<file path="config.mk">
export PLATFORM = sky130hd
export DESIGN_NAME = cbis_bus_seq
export DESIGN_NICKNAME = d
export VERILOG_FILES = /design/src/core/cbis_pkg.sv /design/src/core/cbis_bus_seq.sv /design/src/core/cbis_phase_ctr.sv
export SDC_FILE = /design/constraint.sdc
export NUM_CORES = 1
export LEC_CHECK = 0
export BUFFER_PORTS_ARGS = -buffer_cell sky130_fd_sc_hd__buf_2
export CORE_MARGIN = 4
export CORE_UTILIZATION = 30
export CTS_BUF_LIST = sky130_fd_sc_hd__clkbuf_16
export CTS_CLUSTER_SIZE = 30
export DETAILED_ROUTE_END_ITERATION = 10
export GPL_TIMING_DRIVEN = 0
export HOLD_SLACK_MARGIN = 0.1
export PLACE_DENSITY = 0.53
export SLEW_MARGIN = 40
export SYNTH_ARGS = -nofsm -noshare
export SYNTH_HDL_FRONTEND = slang
export SYNTH_SLANG_ARGS = --single-unit
</file>
<file path="constraint.sdc">
create_clock -name clk_sys -period 2.8 [get_ports clk_sys]
set_clock_uncertainty 0.2 [all_clocks]
set_input_delay 0.28 -clock clk_sys [delete_from_list [all_inputs] [get_ports clk_sys]]
set_output_delay 0.28 -clock clk_sys [all_outputs]
set_load 0.01 [all_outputs]
</file>
<file path="src/core/cbis_pkg.sv">
// What this block does
// Non-extended I/O is single-byte, any register
// Select line marks data versus control transfer
// Extended I/O port address on low lines
// Extended I/O moves data to any register
// Outside logic may decode unused memory addresses
// Memory transfers use request/acknowledge handshake
// Write strobe usable as memory chip enable
// One interrupt level, vector from device
// Finish instruction, then set inhibit bit
// Branch relative zero with acknowledge and request
// Interrupting device drives vector on acknowledge
// Vector used as displacement from zero
// Processor cycle is three clock periods
// Late acknowledge stretches cycle by whole clocks
// Sample request at instruction end, uninhibited
// Raise acknowledge when ready for vector
// Strobe pulses on writes, high on reads
// Reset clears address and inhibit bit
// Hold bus valid until acknowledge ends transfer
package cbis_pkg;

  // ****************************************************************
  // Widths and positions
  // ****************************************************************
  localparam int          ADDR_W       = 15;
  localparam int          DATA_W       = 8;
  localparam int          PORT_W       = 8;
  localparam int          PSU_INHIBIT  = 6;
  localparam logic [14:0] ADDR_RESET   = 15'h0000;
  localparam logic [7:0]  PSU_RESET    = 8'h00;
  localparam logic [14:0] ZERO_LOC     = 15'h0000;
  localparam logic [1:0]  PHASE_RESET  = 2'h0;

  // ****************************************************************
  // Timing
  // ****************************************************************
  localparam int          CLK_PER_CYC  = 3;
  localparam logic [1:0]  PHASE_LAST   = 2'h2;

  // ****************************************************************
  // Operation commands from the sequencer user
  // ****************************************************************
  typedef enum logic [2:0] {
    CBIS_OP_MEM_RD  = 3'h0,
    CBIS_OP_MEM_WR  = 3'h1,
    CBIS_OP_IO_RD   = 3'h2,
    CBIS_OP_IO_WR   = 3'h3,
    CBIS_OP_EXT_RD  = 3'h4,
    CBIS_OP_EXT_WR  = 3'h5
  } cbis_op_t;

  typedef enum logic [4:0] {
    CBIS_IDLE   = 5'b00001,
    CBIS_CYCLE  = 5'b00010,
    CBIS_WAIT   = 5'b00100,
    CBIS_VECTOR = 5'b01000,
    CBIS_BRANCH = 5'b10000
  } cbis_state_t;

  function automatic logic cbisIsWrite(input cbis_op_t op);
    return op[0];
  endfunction

endpackage : cbis_pkg

</file>
<file path="src/core/cbis_bus_seq.sv">
// ****************************************************************
// Bus sequencer: memory, I/O and interrupt entry cycles
// ****************************************************************
module cbis_bus_seq (
  input  wire logic                          clk_sys,
  input  wire logic                          nrst,
  // User side: one request per bus cycle
  input  wire logic                          opStart,
  input  wire cbis_pkg::cbis_op_t            opKind,
  input  wire logic [cbis_pkg::ADDR_W-1:0]   opAddr,
  input  wire logic [cbis_pkg::PORT_W-1:0]   ioPort,
  input  wire logic                          ioDataSel,
  input  wire logic [cbis_pkg::DATA_W-1:0]   wrData,
  input  wire logic                          instrEnd,
  input  wire logic                          inhibitClear,
  output logic                               opBusy,
  output logic                               opDone,
  output logic [cbis_pkg::DATA_W-1:0]        rdData,
  output logic                               irqTaken,
  output logic [cbis_pkg::ADDR_W-1:0]        irqTarget,
  output logic [cbis_pkg::ADDR_W-1:0]        instrAddr,
  output logic                               irq_inhibit,
  // Pins
  output logic [cbis_pkg::ADDR_W-1:0]        addrOut,
  output logic                               memSelect,
  output logic                               writeSel,
  output logic                               extended_io_select,
  output logic                               write_strobe,
  output logic                               op_request,
  input  wire logic                          op_acknowledge_n,
  output logic                               irq_acknowledge,
  input  wire logic                          irq_request_n,
  input  wire logic [cbis_pkg::DATA_W-1:0]   dataIn,
  output logic [cbis_pkg::DATA_W-1:0]        dataOut,
  output logic                               dataOe
);
  import cbis_pkg::*;

  cbis_state_t        state_q,   state_d;
  logic               busy_q,    busy_d;
  logic [ADDR_W-1:0]  addr_q,    addr_d;
  logic               mem_q,     mem_d;
  logic               wr_q,      wr_d;
  logic               ext_q,     ext_d;
  logic               strobe_q,  strobe_d;
  logic               req_q,     req_d;
  logic               ack_q,     ack_d;
  logic [DATA_W-1:0]  dout_q,    dout_d;
  logic               doe_q,     doe_d;
  logic [DATA_W-1:0]  rd_q,      rd_d;
  logic               done_q,    done_d;
  logic               taken_q,   taken_d;
  logic [ADDR_W-1:0]  target_q,  target_d;
  logic [ADDR_W-1:0]  iar_q,     iar_d;
  logic               inh_q,     inh_d;
  logic [1:0]         phase;
  logic               lastPhase;
  logic               running;
  logic               ackLate;
  logic               irqGo;
  logic               startGo;
  logic               cycEnd;

  assign running = (state_q == CBIS_CYCLE) || (state_q == CBIS_VECTOR);
  assign ackLate = op_acknowledge_n;

  cbis_phase_ctr u_phase (
    .clk_sys   (clk_sys),
    .nrst      (nrst),
    .run       (running),
    .hold      (ackLate),
    .phase     (phase),
    .lastPhase (lastPhase)
  );

  // ****************************************************************
  // Operation decoding
  // ****************************************************************
  function automatic logic isMemOp(input cbis_op_t op);
    return (op == CBIS_OP_MEM_RD) || (op == CBIS_OP_MEM_WR);
  endfunction

  function automatic logic isExtOp(input cbis_op_t op);
    return (op == CBIS_OP_EXT_RD) || (op == CBIS_OP_EXT_WR);
  endfunction

  function automatic logic isIoOp(input cbis_op_t op);
    return (op == CBIS_OP_IO_RD) || (op == CBIS_OP_IO_WR);
  endfunction

  // Sign-extended displacement from location zero
  function automatic logic [ADDR_W-1:0] relZero(input logic [DATA_W-1:0] v);
    return ZERO_LOC + {{(ADDR_W-DATA_W){v[DATA_W-1]}}, v};
  endfunction

  // Interrupt wins over a new request at an instruction boundary
  assign irqGo   = (state_q == CBIS_IDLE) && instrEnd && !irq_request_n && !inh_q;
  assign startGo = (state_q == CBIS_IDLE) && !irqGo && opStart;
  assign cycEnd  = running && lastPhase && !op_acknowledge_n;

  // ****************************************************************
  // Sequencer state
  // ****************************************************************
  always_comb begin
    state_d = state_q;
    case (state_q)
      CBIS_IDLE: begin
        if (irqGo) begin
          state_d = CBIS_VECTOR;
        end else if (startGo) begin
          state_d = CBIS_CYCLE;
        end
      end
      CBIS_CYCLE: begin
        if (cycEnd) begin
          state_d = CBIS_IDLE;
        end
      end
      CBIS_VECTOR: begin
        // One spare cycle lets the branch target settle before the next fetch
        if (cycEnd) begin
          state_d = CBIS_BRANCH;
        end
      end
      CBIS_BRANCH: begin
        state_d = CBIS_IDLE;
      end
      default: begin
        state_d = CBIS_IDLE;
      end
    endcase
    busy_d = (state_d != CBIS_IDLE);
  end

  always_ff @(posedge clk_sys or negedge nrst) begin
    if (!nrst) begin
      state_q <= CBIS_IDLE;
      busy_q  <= 1'h0;
    end else begin
      state_q <= state_d;
      busy_q  <= busy_d;
    end
  end

  // ****************************************************************
  // Address and control lines
  // ****************************************************************
  always_comb begin
    addr_d = addr_q;
    mem_d  = mem_q;
    wr_d   = wr_q;
    ext_d  = ext_q;
    dout_d = dout_q;
    doe_d  = doe_q;
    if (irqGo) begin
      // Vector fetch is a read from location zero
      addr_d = ZERO_LOC;
      mem_d  = 1'h0;
      wr_d   = 1'h0;
      ext_d  = 1'h0;
      doe_d  = 1'h0;
    end else if (startGo) begin
      wr_d   = cbisIsWrite(opKind);
      dout_d = wrData;
      doe_d  = cbisIsWrite(opKind);
      mem_d  = isMemOp(opKind);
      ext_d  = isExtOp(opKind);
      addr_d = opAddr;
      if (isExtOp(opKind)) begin
        addr_d = {{(ADDR_W-PORT_W){1'b0}}, ioPort};
      end else if (isIoOp(opKind)) begin
        // Single-byte I/O: only the data/control select matters
        addr_d = {1'b0, ioDataSel, {(ADDR_W-2){1'b0}}};
      end
    end else if (cycEnd) begin
      doe_d = 1'h0;
    end
  end

  always_ff @(posedge clk_sys or negedge nrst) begin
    if (!nrst) begin
      addr_q <= ADDR_RESET;
      mem_q  <= 1'h0;
      wr_q   <= 1'h0;
      ext_q  <= 1'h0;
      dout_q <= 8'h00;
      doe_q  <= 1'h0;
    end else begin
      addr_q <= addr_d;
      mem_q  <= mem_d;
      wr_q   <= wr_d;
      ext_q  <= ext_d;
      dout_q <= dout_d;
      doe_q  <= doe_d;
    end
  end

  // ****************************************************************
  // Request, acknowledge and write strobe
  // ****************************************************************
  always_comb begin
    req_d    = req_q;
    ack_d    = ack_q;
    strobe_d = 1'h1;
    if (irqGo) begin
      req_d = 1'h1;
      ack_d = 1'h1;
    end else if (startGo) begin
      req_d    = 1'h1;
      // Low ahead of the pulse so that the whole pulse sits inside the request
      strobe_d = !cbisIsWrite(opKind);
    end else if (cycEnd) begin
      req_d = 1'h0;
      ack_d = 1'h0;
    end else if (running && wr_q) begin
      // High for the middle clock only; low again while waiting
      strobe_d = (phase == 2'h0);
    end
  end

  always_ff @(posedge clk_sys or negedge nrst) begin
    if (!nrst) begin
      req_q    <= 1'h0;
      ack_q    <= 1'h0;
      strobe_q <= 1'h1;
    end else begin
      req_q    <= req_d;
      ack_q    <= ack_d;
      strobe_q <= strobe_d;
    end
  end

  // ****************************************************************
  // Read data, interrupt target and instruction address
  // ****************************************************************
  always_comb begin
    rd_d     = rd_q;
    done_d   = 1'h0;
    taken_d  = 1'h0;
    target_d = target_q;
    iar_d    = iar_q;
    if (startGo && isMemOp(opKind)) begin
      iar_d = opAddr;
    end
    if (cycEnd) begin
      done_d = 1'h1;
      rd_d   = dataIn;
      if (state_q == CBIS_VECTOR) begin
        // Vector byte from the interrupting device
        target_d = relZero(dataIn);
        iar_d    = relZero(dataIn);
        taken_d  = 1'h1;
      end
    end
  end

  always_ff @(posedge clk_sys or negedge nrst) begin
    if (!nrst) begin
      rd_q     <= 8'h00;
      done_q   <= 1'h0;
      taken_q  <= 1'h0;
      target_q <= ZERO_LOC;
      iar_q    <= ADDR_RESET;
    end else begin
      rd_q     <= rd_d;
      done_q   <= done_d;
      taken_q  <= taken_d;
      target_q <= target_d;
      iar_q    <= iar_d;
    end
  end

  // ****************************************************************
  // Interrupt inhibit bit
  // ****************************************************************
  always_comb begin
    inh_d = inh_q;
    if (inhibitClear) begin
      inh_d = 1'h0;
    end
    // Entry is looked at last so that it wins over a clear in the same cycle
    if (irqGo) begin
      inh_d = 1'h1;
    end
  end

  always_ff @(posedge clk_sys or negedge nrst) begin
    if (!nrst) begin
      inh_q <= 1'h0;
    end else begin
      inh_q <= inh_d;
    end
  end

  // ****************************************************************
  // Outputs
  // ****************************************************************
  assign opBusy             = busy_q;
  assign opDone             = done_q;
  assign rdData             = rd_q;
  assign irqTaken           = taken_q;
  assign irqTarget          = target_q;
  assign instrAddr          = iar_q;
  assign irq_inhibit        = inh_q;
  assign addrOut            = addr_q;
  assign memSelect          = mem_q;
  assign writeSel           = wr_q;
  assign extended_io_select = ext_q;
  assign write_strobe       = strobe_q;
  assign op_request         = req_q;
  assign irq_acknowledge    = ack_q;
  assign dataOut            = dout_q;
  assign dataOe             = doe_q;
endmodule // cbis_bus_seq

</file>
<file path="src/core/cbis_phase_ctr.sv">
// ****************************************************************
// Three-clock processor cycle timer
// ****************************************************************
module cbis_phase_ctr (
  input  wire logic       clk_sys,
  input  wire logic       nrst,
  input  wire logic       run,
  input  wire logic       hold,
  output logic [1:0]      phase,
  output logic            lastPhase
);
  import cbis_pkg::*;

  logic [1:0] phase_q;
  logic [1:0] phase_d;

  always_comb begin
    phase_d = phase_q;
    if (!run) begin
      phase_d = 2'h0;
    end else if (phase_q != PHASE_LAST) begin
      phase_d = phase_q + 2'h1;
    end else if (!hold) begin
      phase_d = 2'h0;
    end
    // Holding at the last phase stretches in whole clocks
  end

  always_ff @(posedge clk_sys or negedge nrst) begin
    if (!nrst) begin
      phase_q <= PHASE_RESET;
    end else begin
      phase_q <= phase_d;
    end
  end

  assign phase     = phase_q;
  assign lastPhase = (phase_q == PHASE_LAST);
endmodule // cbis_phase_ctr

</file>
After elaboration in Yosys (flattened, before gate mapping)
Cells that the tools add are included.
{"block": "op_classes", "add_sub_neg": 1, "eq_ne": 13, "mux": 37, "bitwise_logic": 1, "reduce_logical": 27}
{"operator": "$mux 15", "count": 7}
{"operator": "$mux 1", "count": 22}
{"operator": "$mux 5", "count": 4}
{"operator": "$pmux 5 s3", "count": 1}
{"operator": "$logic_and 1x1->1", "count": 9}
{"operator": "$eq 3x2->1 const B", "count": 2}
{"operator": "$eq 3x3->1 const B", "count": 2}
{"operator": "$mux 2", "count": 3}
{"operator": "$reduce_and 2->1", "count": 3}
{"operator": "$reduce_bool 2->1", "count": 3}
{"operator": "$eq 5x1->1 const B", "count": 1}
{"operator": "$eq 5x2->1 const B", "count": 1}
{"operator": "$eq 5x4->1 const B", "count": 1}
{"operator": "$logic_not 1->1", "count": 5}
{"operator": "$ne 5x1->1 const B", "count": 1}
{"operator": "$logic_or 1x1->1", "count": 4}
{"operator": "$ne 2x2->1 const B", "count": 2}
{"operator": "$eq 3x1->1 const B", "count": 1}
{"operator": "$logic_not 3->1", "count": 1}
{"operator": "$ne 3x2->1 const B", "count": 1}
{"operator": "$reduce_bool 3->1", "count": 1}
{"operator": "$add 2x1->2 const B", "count": 1}
{"operator": "$eq 2x2->1 const B", "count": 1}
{"operator": "$logic_not 2->1", "count": 1}
{"operator": "$not 1->1", "count": 1}
{"block": "word_totals", "reg_bits": 72, "in_bits": 50, "wordCells": 97}

Depth between registers and ports, before layout
{"block": "depth", "depth_word": 11, "depth_mapped": 7, "mapped_depth_nobuf": 5}

Cells and area by module
From an unflattened synthesis, not the netlist that was laid out.
{"block": "hier_totals", "cells_unflattened": 279, "hier_area_um2": 3066.7}
{"module": "cbis_bus_seq", "n_inst": 1, "cells_per_inst": 273, "area_per_inst_um2": 2977.9}
{"module": "cbis_phase_ctr", "n_inst": 1, "cells_per_inst": 6, "area_per_inst_um2": 88.8}

Least setup slack after synthesis
No wires, ideal clock.
{"block": "synth_path", "path_type": "register to register", "from": "register inh_q, in the netlist irq_inhibit", "to": "register addr_q[3], in the netlist addrOut[3]", "setup_ns": 0.126, "t_arrival_ns": 1.698, "required_ns": 2.474, "setup_slack_ns": 0.776, "path_stages_with_launch": 7, "n_path_buf": 2, "synth_period_minus_slack_ns": 2.024, "cell_sequence": "dfrtp_1 -> or3b_4 -> and4_4 -> buf_6 -> o21a_4 -> buf_6 -> a221o_1"}
{"block": "synth_via", "elab_chain_cells": 6}
{"element": "from (decl)", "line": "cbis_bus_seq.sv:55", "source": "logic inh_q, inh_d;"}
{"element": "from (signal assigned)", "line": "cbis_bus_seq.sv:291", "source": "inh_q <= inh_d;"}
{"element": "$logic_not 1->1 (*)", "line": "cbis_bus_seq.sv:97", "source": "assign irqGo = (state_q == CBIS_IDLE) && instrEnd && !irq_request_n && !inh_q;"}
{"element": "$logic_and 1x1->1 (*)", "line": "cbis_bus_seq.sv:97"}
{"element": "$logic_not 1->1", "line": "cbis_bus_seq.sv:98", "source": "assign startGo = (state_q == CBIS_IDLE) && !irqGo && opStart;"}
{"element": "$logic_and 1x1->1 (2 in series)", "line": "cbis_bus_seq.sv:98"}
{"element": "$reduce_bool 2->1 (no source line)"}
{"element": "to (signal assigned)", "line": "cbis_bus_seq.sv:189", "source": "addr_q <= addr_d;"}
{"element": "to (decl)", "line": "cbis_bus_seq.sv:41", "source": "logic [ADDR_W-1:0] addr_q, addr_d;"}
Mark *: on every way between the ends. The rest lies on a longest branch, timed or not.
A chain may end at the register's enable or synchronous reset.

Worst setup path after layout
{"block": "layout_path", "from": "register inh_q, in the netlist irq_inhibit", "to": "register addr_q[6], in the netlist addrOut[6]"}
Same word-level chain as after synthesis.

==> out/summary.txt <==
Antenna Nets Post-Route = 0
Crit share post-route = 95.77%
Post-synthesis mux area share = 7.107%
Crit-path cells = or3b_4, and4_4, buf_6, o21a_4, buf_6, a221o_1, dlygate4sd3_1
Drt pass-1 iters = 7
Largest net degree at the start of global routing = 40
Synth Register Bits = 72
Max Slew Vio Count = 0
Mapped Area = 0.002993 mm^2
EDFF count, synth = 0
Seq/Total Area, Yosys = 60.28%
Skew-Pair Late Insertion Delay = 0.32 ns
Crit path kind = reg -> reg
HP Class = in -> reg
Synth unique cells = 43
Pwr Total = 3.016 mW
Wl on met1 = 3772 um
P_sw = 0.8150 mW
Reg power frac = 42.7%
Final Hold Fails = 0
Syn Area/Cell = 11.74 um^2
H-tree levels = 3
Vias/cell = 4.609
Die Width = 107.9 um
CP max-delay cell = dlygate4sd3_1
Vias in the first global route = 2,725
CTS Buf Count = 9
Worst path bufs/invs = 3
Syn_nets = 305
Synth warn = 0
Clock power share = 36.2%
Slew margin rel. = 57.94%
Period minus WS final = 2.682 ns
Area Overhead vs Synth = 52.30%
First-pass GRT wire length = 14,450 um
Compound-Gate Fraction of Synth Area = 11.16%
CP endpoint kind = flip-flop
Leading register cell type out of synthesis = dfrtp_1
Combinational family with the most area after synthesis = simple AND/OR/NAND/NOR gates
Setup Buffers After CTS = 0
Nets@finish = 485
Crit Path Max Fanout = 10
CTS root buf = clkbuf_16
Floorplan row count = 36
Logic gate share of total power = 21.1%
Non-Filler Instances = 573
Status = complete, no violations
Crit path top cell by count = buf_6
DP Wirelength = 6414 um
Layout cells sized above 1 = 40.00%
Routed met3 length = 520 um
Initial Util = 30.76%
Number of clock sinks = 72
Die area = 0.01164 mm^2
Setup TNS = 0 ns
Sw frac = 27.02%
Maxcap violations = 0
Async S/R FF share, synth = 100.0%
All-Layer GR Usage = 16.27%
Peak VDD IR = 0.0002540 V
Reg area = 0.001804 mm^2
Fmax = 372.9 MHz
# IOs = 122
Routed vias = 2,641
Leak Pwr = 2.410 nW
Highest Signal Layer = met5
Core Area = 0.009729 mm^2
CP Data Arrival Time = 2.68 ns
Port Buffers = 121
GPL Wtd Cong = 0.7608
PD cells = 661.8 mW/mm^2
# setup viols final = 0
WL met2 = 4619 um
Post-Route WL = 9098 um
Initial antenna violation count = 1
CTS max path bufs = 2
WL per Instance = 15.88 um
Adder-Cell Fraction of Synth Area = 0%
Area taken by multi-input logic gates = 0.001057 mm^2
RSZ-0062 raised after global routing = no
CTS tree = built
Grt ovf = 0
Fillers = 971
CP delay by family, top = buffers and inverters
Worst slew pin tran = 0.6310 ns
Cells after Synth = 255
Clock-pin slew on the worst setup and hold paths = 0.06 ns
CP required = 2.80 ns
Post-Place Cells = 510
Synth Area in Simple Gates = 16.18%
Antenna diode count = 0
DRC viols = 0
Worst stage delay on the critical path = 0.58 ns
Initial DRC Count = 95
Post-synthesis xor/xnor area fraction = 0.2926%
Internal power = 2.201 mW
Die extent in y = 107.9 um
Final core utilization = 46.85%
Worst Setup Start Kind = flip-flop
worst reg2reg max path: stages (launching register included):
cell and delay [ns]:
dfrtp_1 0.40, or3b_4 0.41, and4_4 0.21, buf_6 0.13, o21a_4 0.13, buf_6 0.14, a221o_1 0.35, dlygate4sd3_1 0.58
through the flow:
stage | setup slack (ns) | hold WS [ns] | area (um^2)
2_1_floorplan | 0.7757 | -0.2156 | 2993
3_3_place_gp | 0.4516 | 0.2564 | 3765
3_5_place_dp | 0.3932 | -0.01183 | 3791
4_1_cts | 0.01911 | 0.1017 | 4543
5_1_grt | 0.05592 | 0.1345 | 4558
6_report | 0.1184 | 0.1107 | 4558
Yosys cell counts (2+ instances only):
master	instances	area (um^2)
and2_1	9	56.30
dfstp_2	2	52.55
inv_1	3	11.26
o2bb2ai_1	3	26.28
nand4b_1	2	17.52
nor3_1	2	10.01
clkbuf_1	7	26.28
a31oi_1	8	50.05
a221o_1	7	70.07
nor2_1	7	26.28
nand2_1	50	187.7
nor2b_1	2	12.51
nor3b_1	3	22.52
buf_2	2	10.01
o22ai_1	2	12.51
buf_4	8	60.06
nand3_1	15	75.07
dfrtp_1	70	1752
a22o_1	10	87.58
buf_6	3	33.78
mux2_2	18	202.7
registers in the layout, summed over array words and instances (netlist names), 2 cells and up:
name           count
dataOut            8
u_phase.phase      2
instrAddr         15
state_q            5
addrOut           15
irqTarget          8
rdData             8
per-layer routing:
metal | up-vias | track usage [%]
met2 | 89 | 27.93
met1 | 1273 | 19.75
li1 | 1262 | -
met5 | - | 0
met4 | 2 | 5.591
met3 | 15 | 4.199
power by group through the flow:
stage          logic [mW]  clock network, mW  registers (mW)
3_5_place_dp        0.577                  0            1.30
4_1_cts             0.641               1.11            1.29
3_3_place_gp        0.561                  0            1.29
5_1_grt             0.700               1.17            1.31
2_1_floorplan       0.207                  0            1.38
6_report            0.636               1.09            1.29
final timing paths:
check	from	end	slack (ns)	depth (start not counted)
worst max-delay path	irq_inhibit	addrOut[6]	0.12	7
worst min-delay path	opStart	op_request	0.11	3
worst max register to register	irq_inhibit	addrOut[6]	0.12	7
worst min register to register	memSelect	memSelect	0.27	2
max in group asynchronous	nrst	addrOut[1]	1.68	3
min in group asynchronous	nrst	addrOut[8]	0.19	2
what timing repair did:
item	CTS	global route
endpoints found under the hold margin	129	0
resized for setup	0	5
hold buffers	47	0
endpoints found under the setup margin	0	3
layout by cell type (no fill, tap or decap), types with 2 or more instances in the layout:
cell and n:
a221o_1 7, a22o_1 10, a31oi_1 8, and2_1 9
buf_2 122, buf_4 8, buf_6 4, clkbuf_1 6
clkbuf_16 9, clkinv_2 3, dfrtp_1 70, dfstp_2 2
dlygate4sd3_1 47, inv_1 6, mux2_2 18, nand2_1 50
nand3_1 15, nand4b_1 2, nor2_1 7, nor3_1 2
nor3b_1 2, nor3b_2 2, o22ai_1 2, o2bb2ai_1 3
final cells by class:
type                    count  area share, %
clock inverters             7          1.235
inverters                   4         0.3294
well taps                 133          3.651
repair buffers            169          24.18
clock buffers               9          4.941
flip-flops and latches     72          39.58
plain buffers              20          2.882
multi-input cells         159          23.20
logic make-up (layout without fill, tap and decap cells):
family | after synthesis | after routing
multiplexers | 19 | 19
flip-flops | 72 | 72
AND/OR/NAND/NOR | 98 | 98
XOR/XNOR | 1 | 1
other | 1 | 1
buffers and inverters | 24 | 209
AO/OA/AOI/OAI | 40 | 40
(Power assumes the default switching activity.)
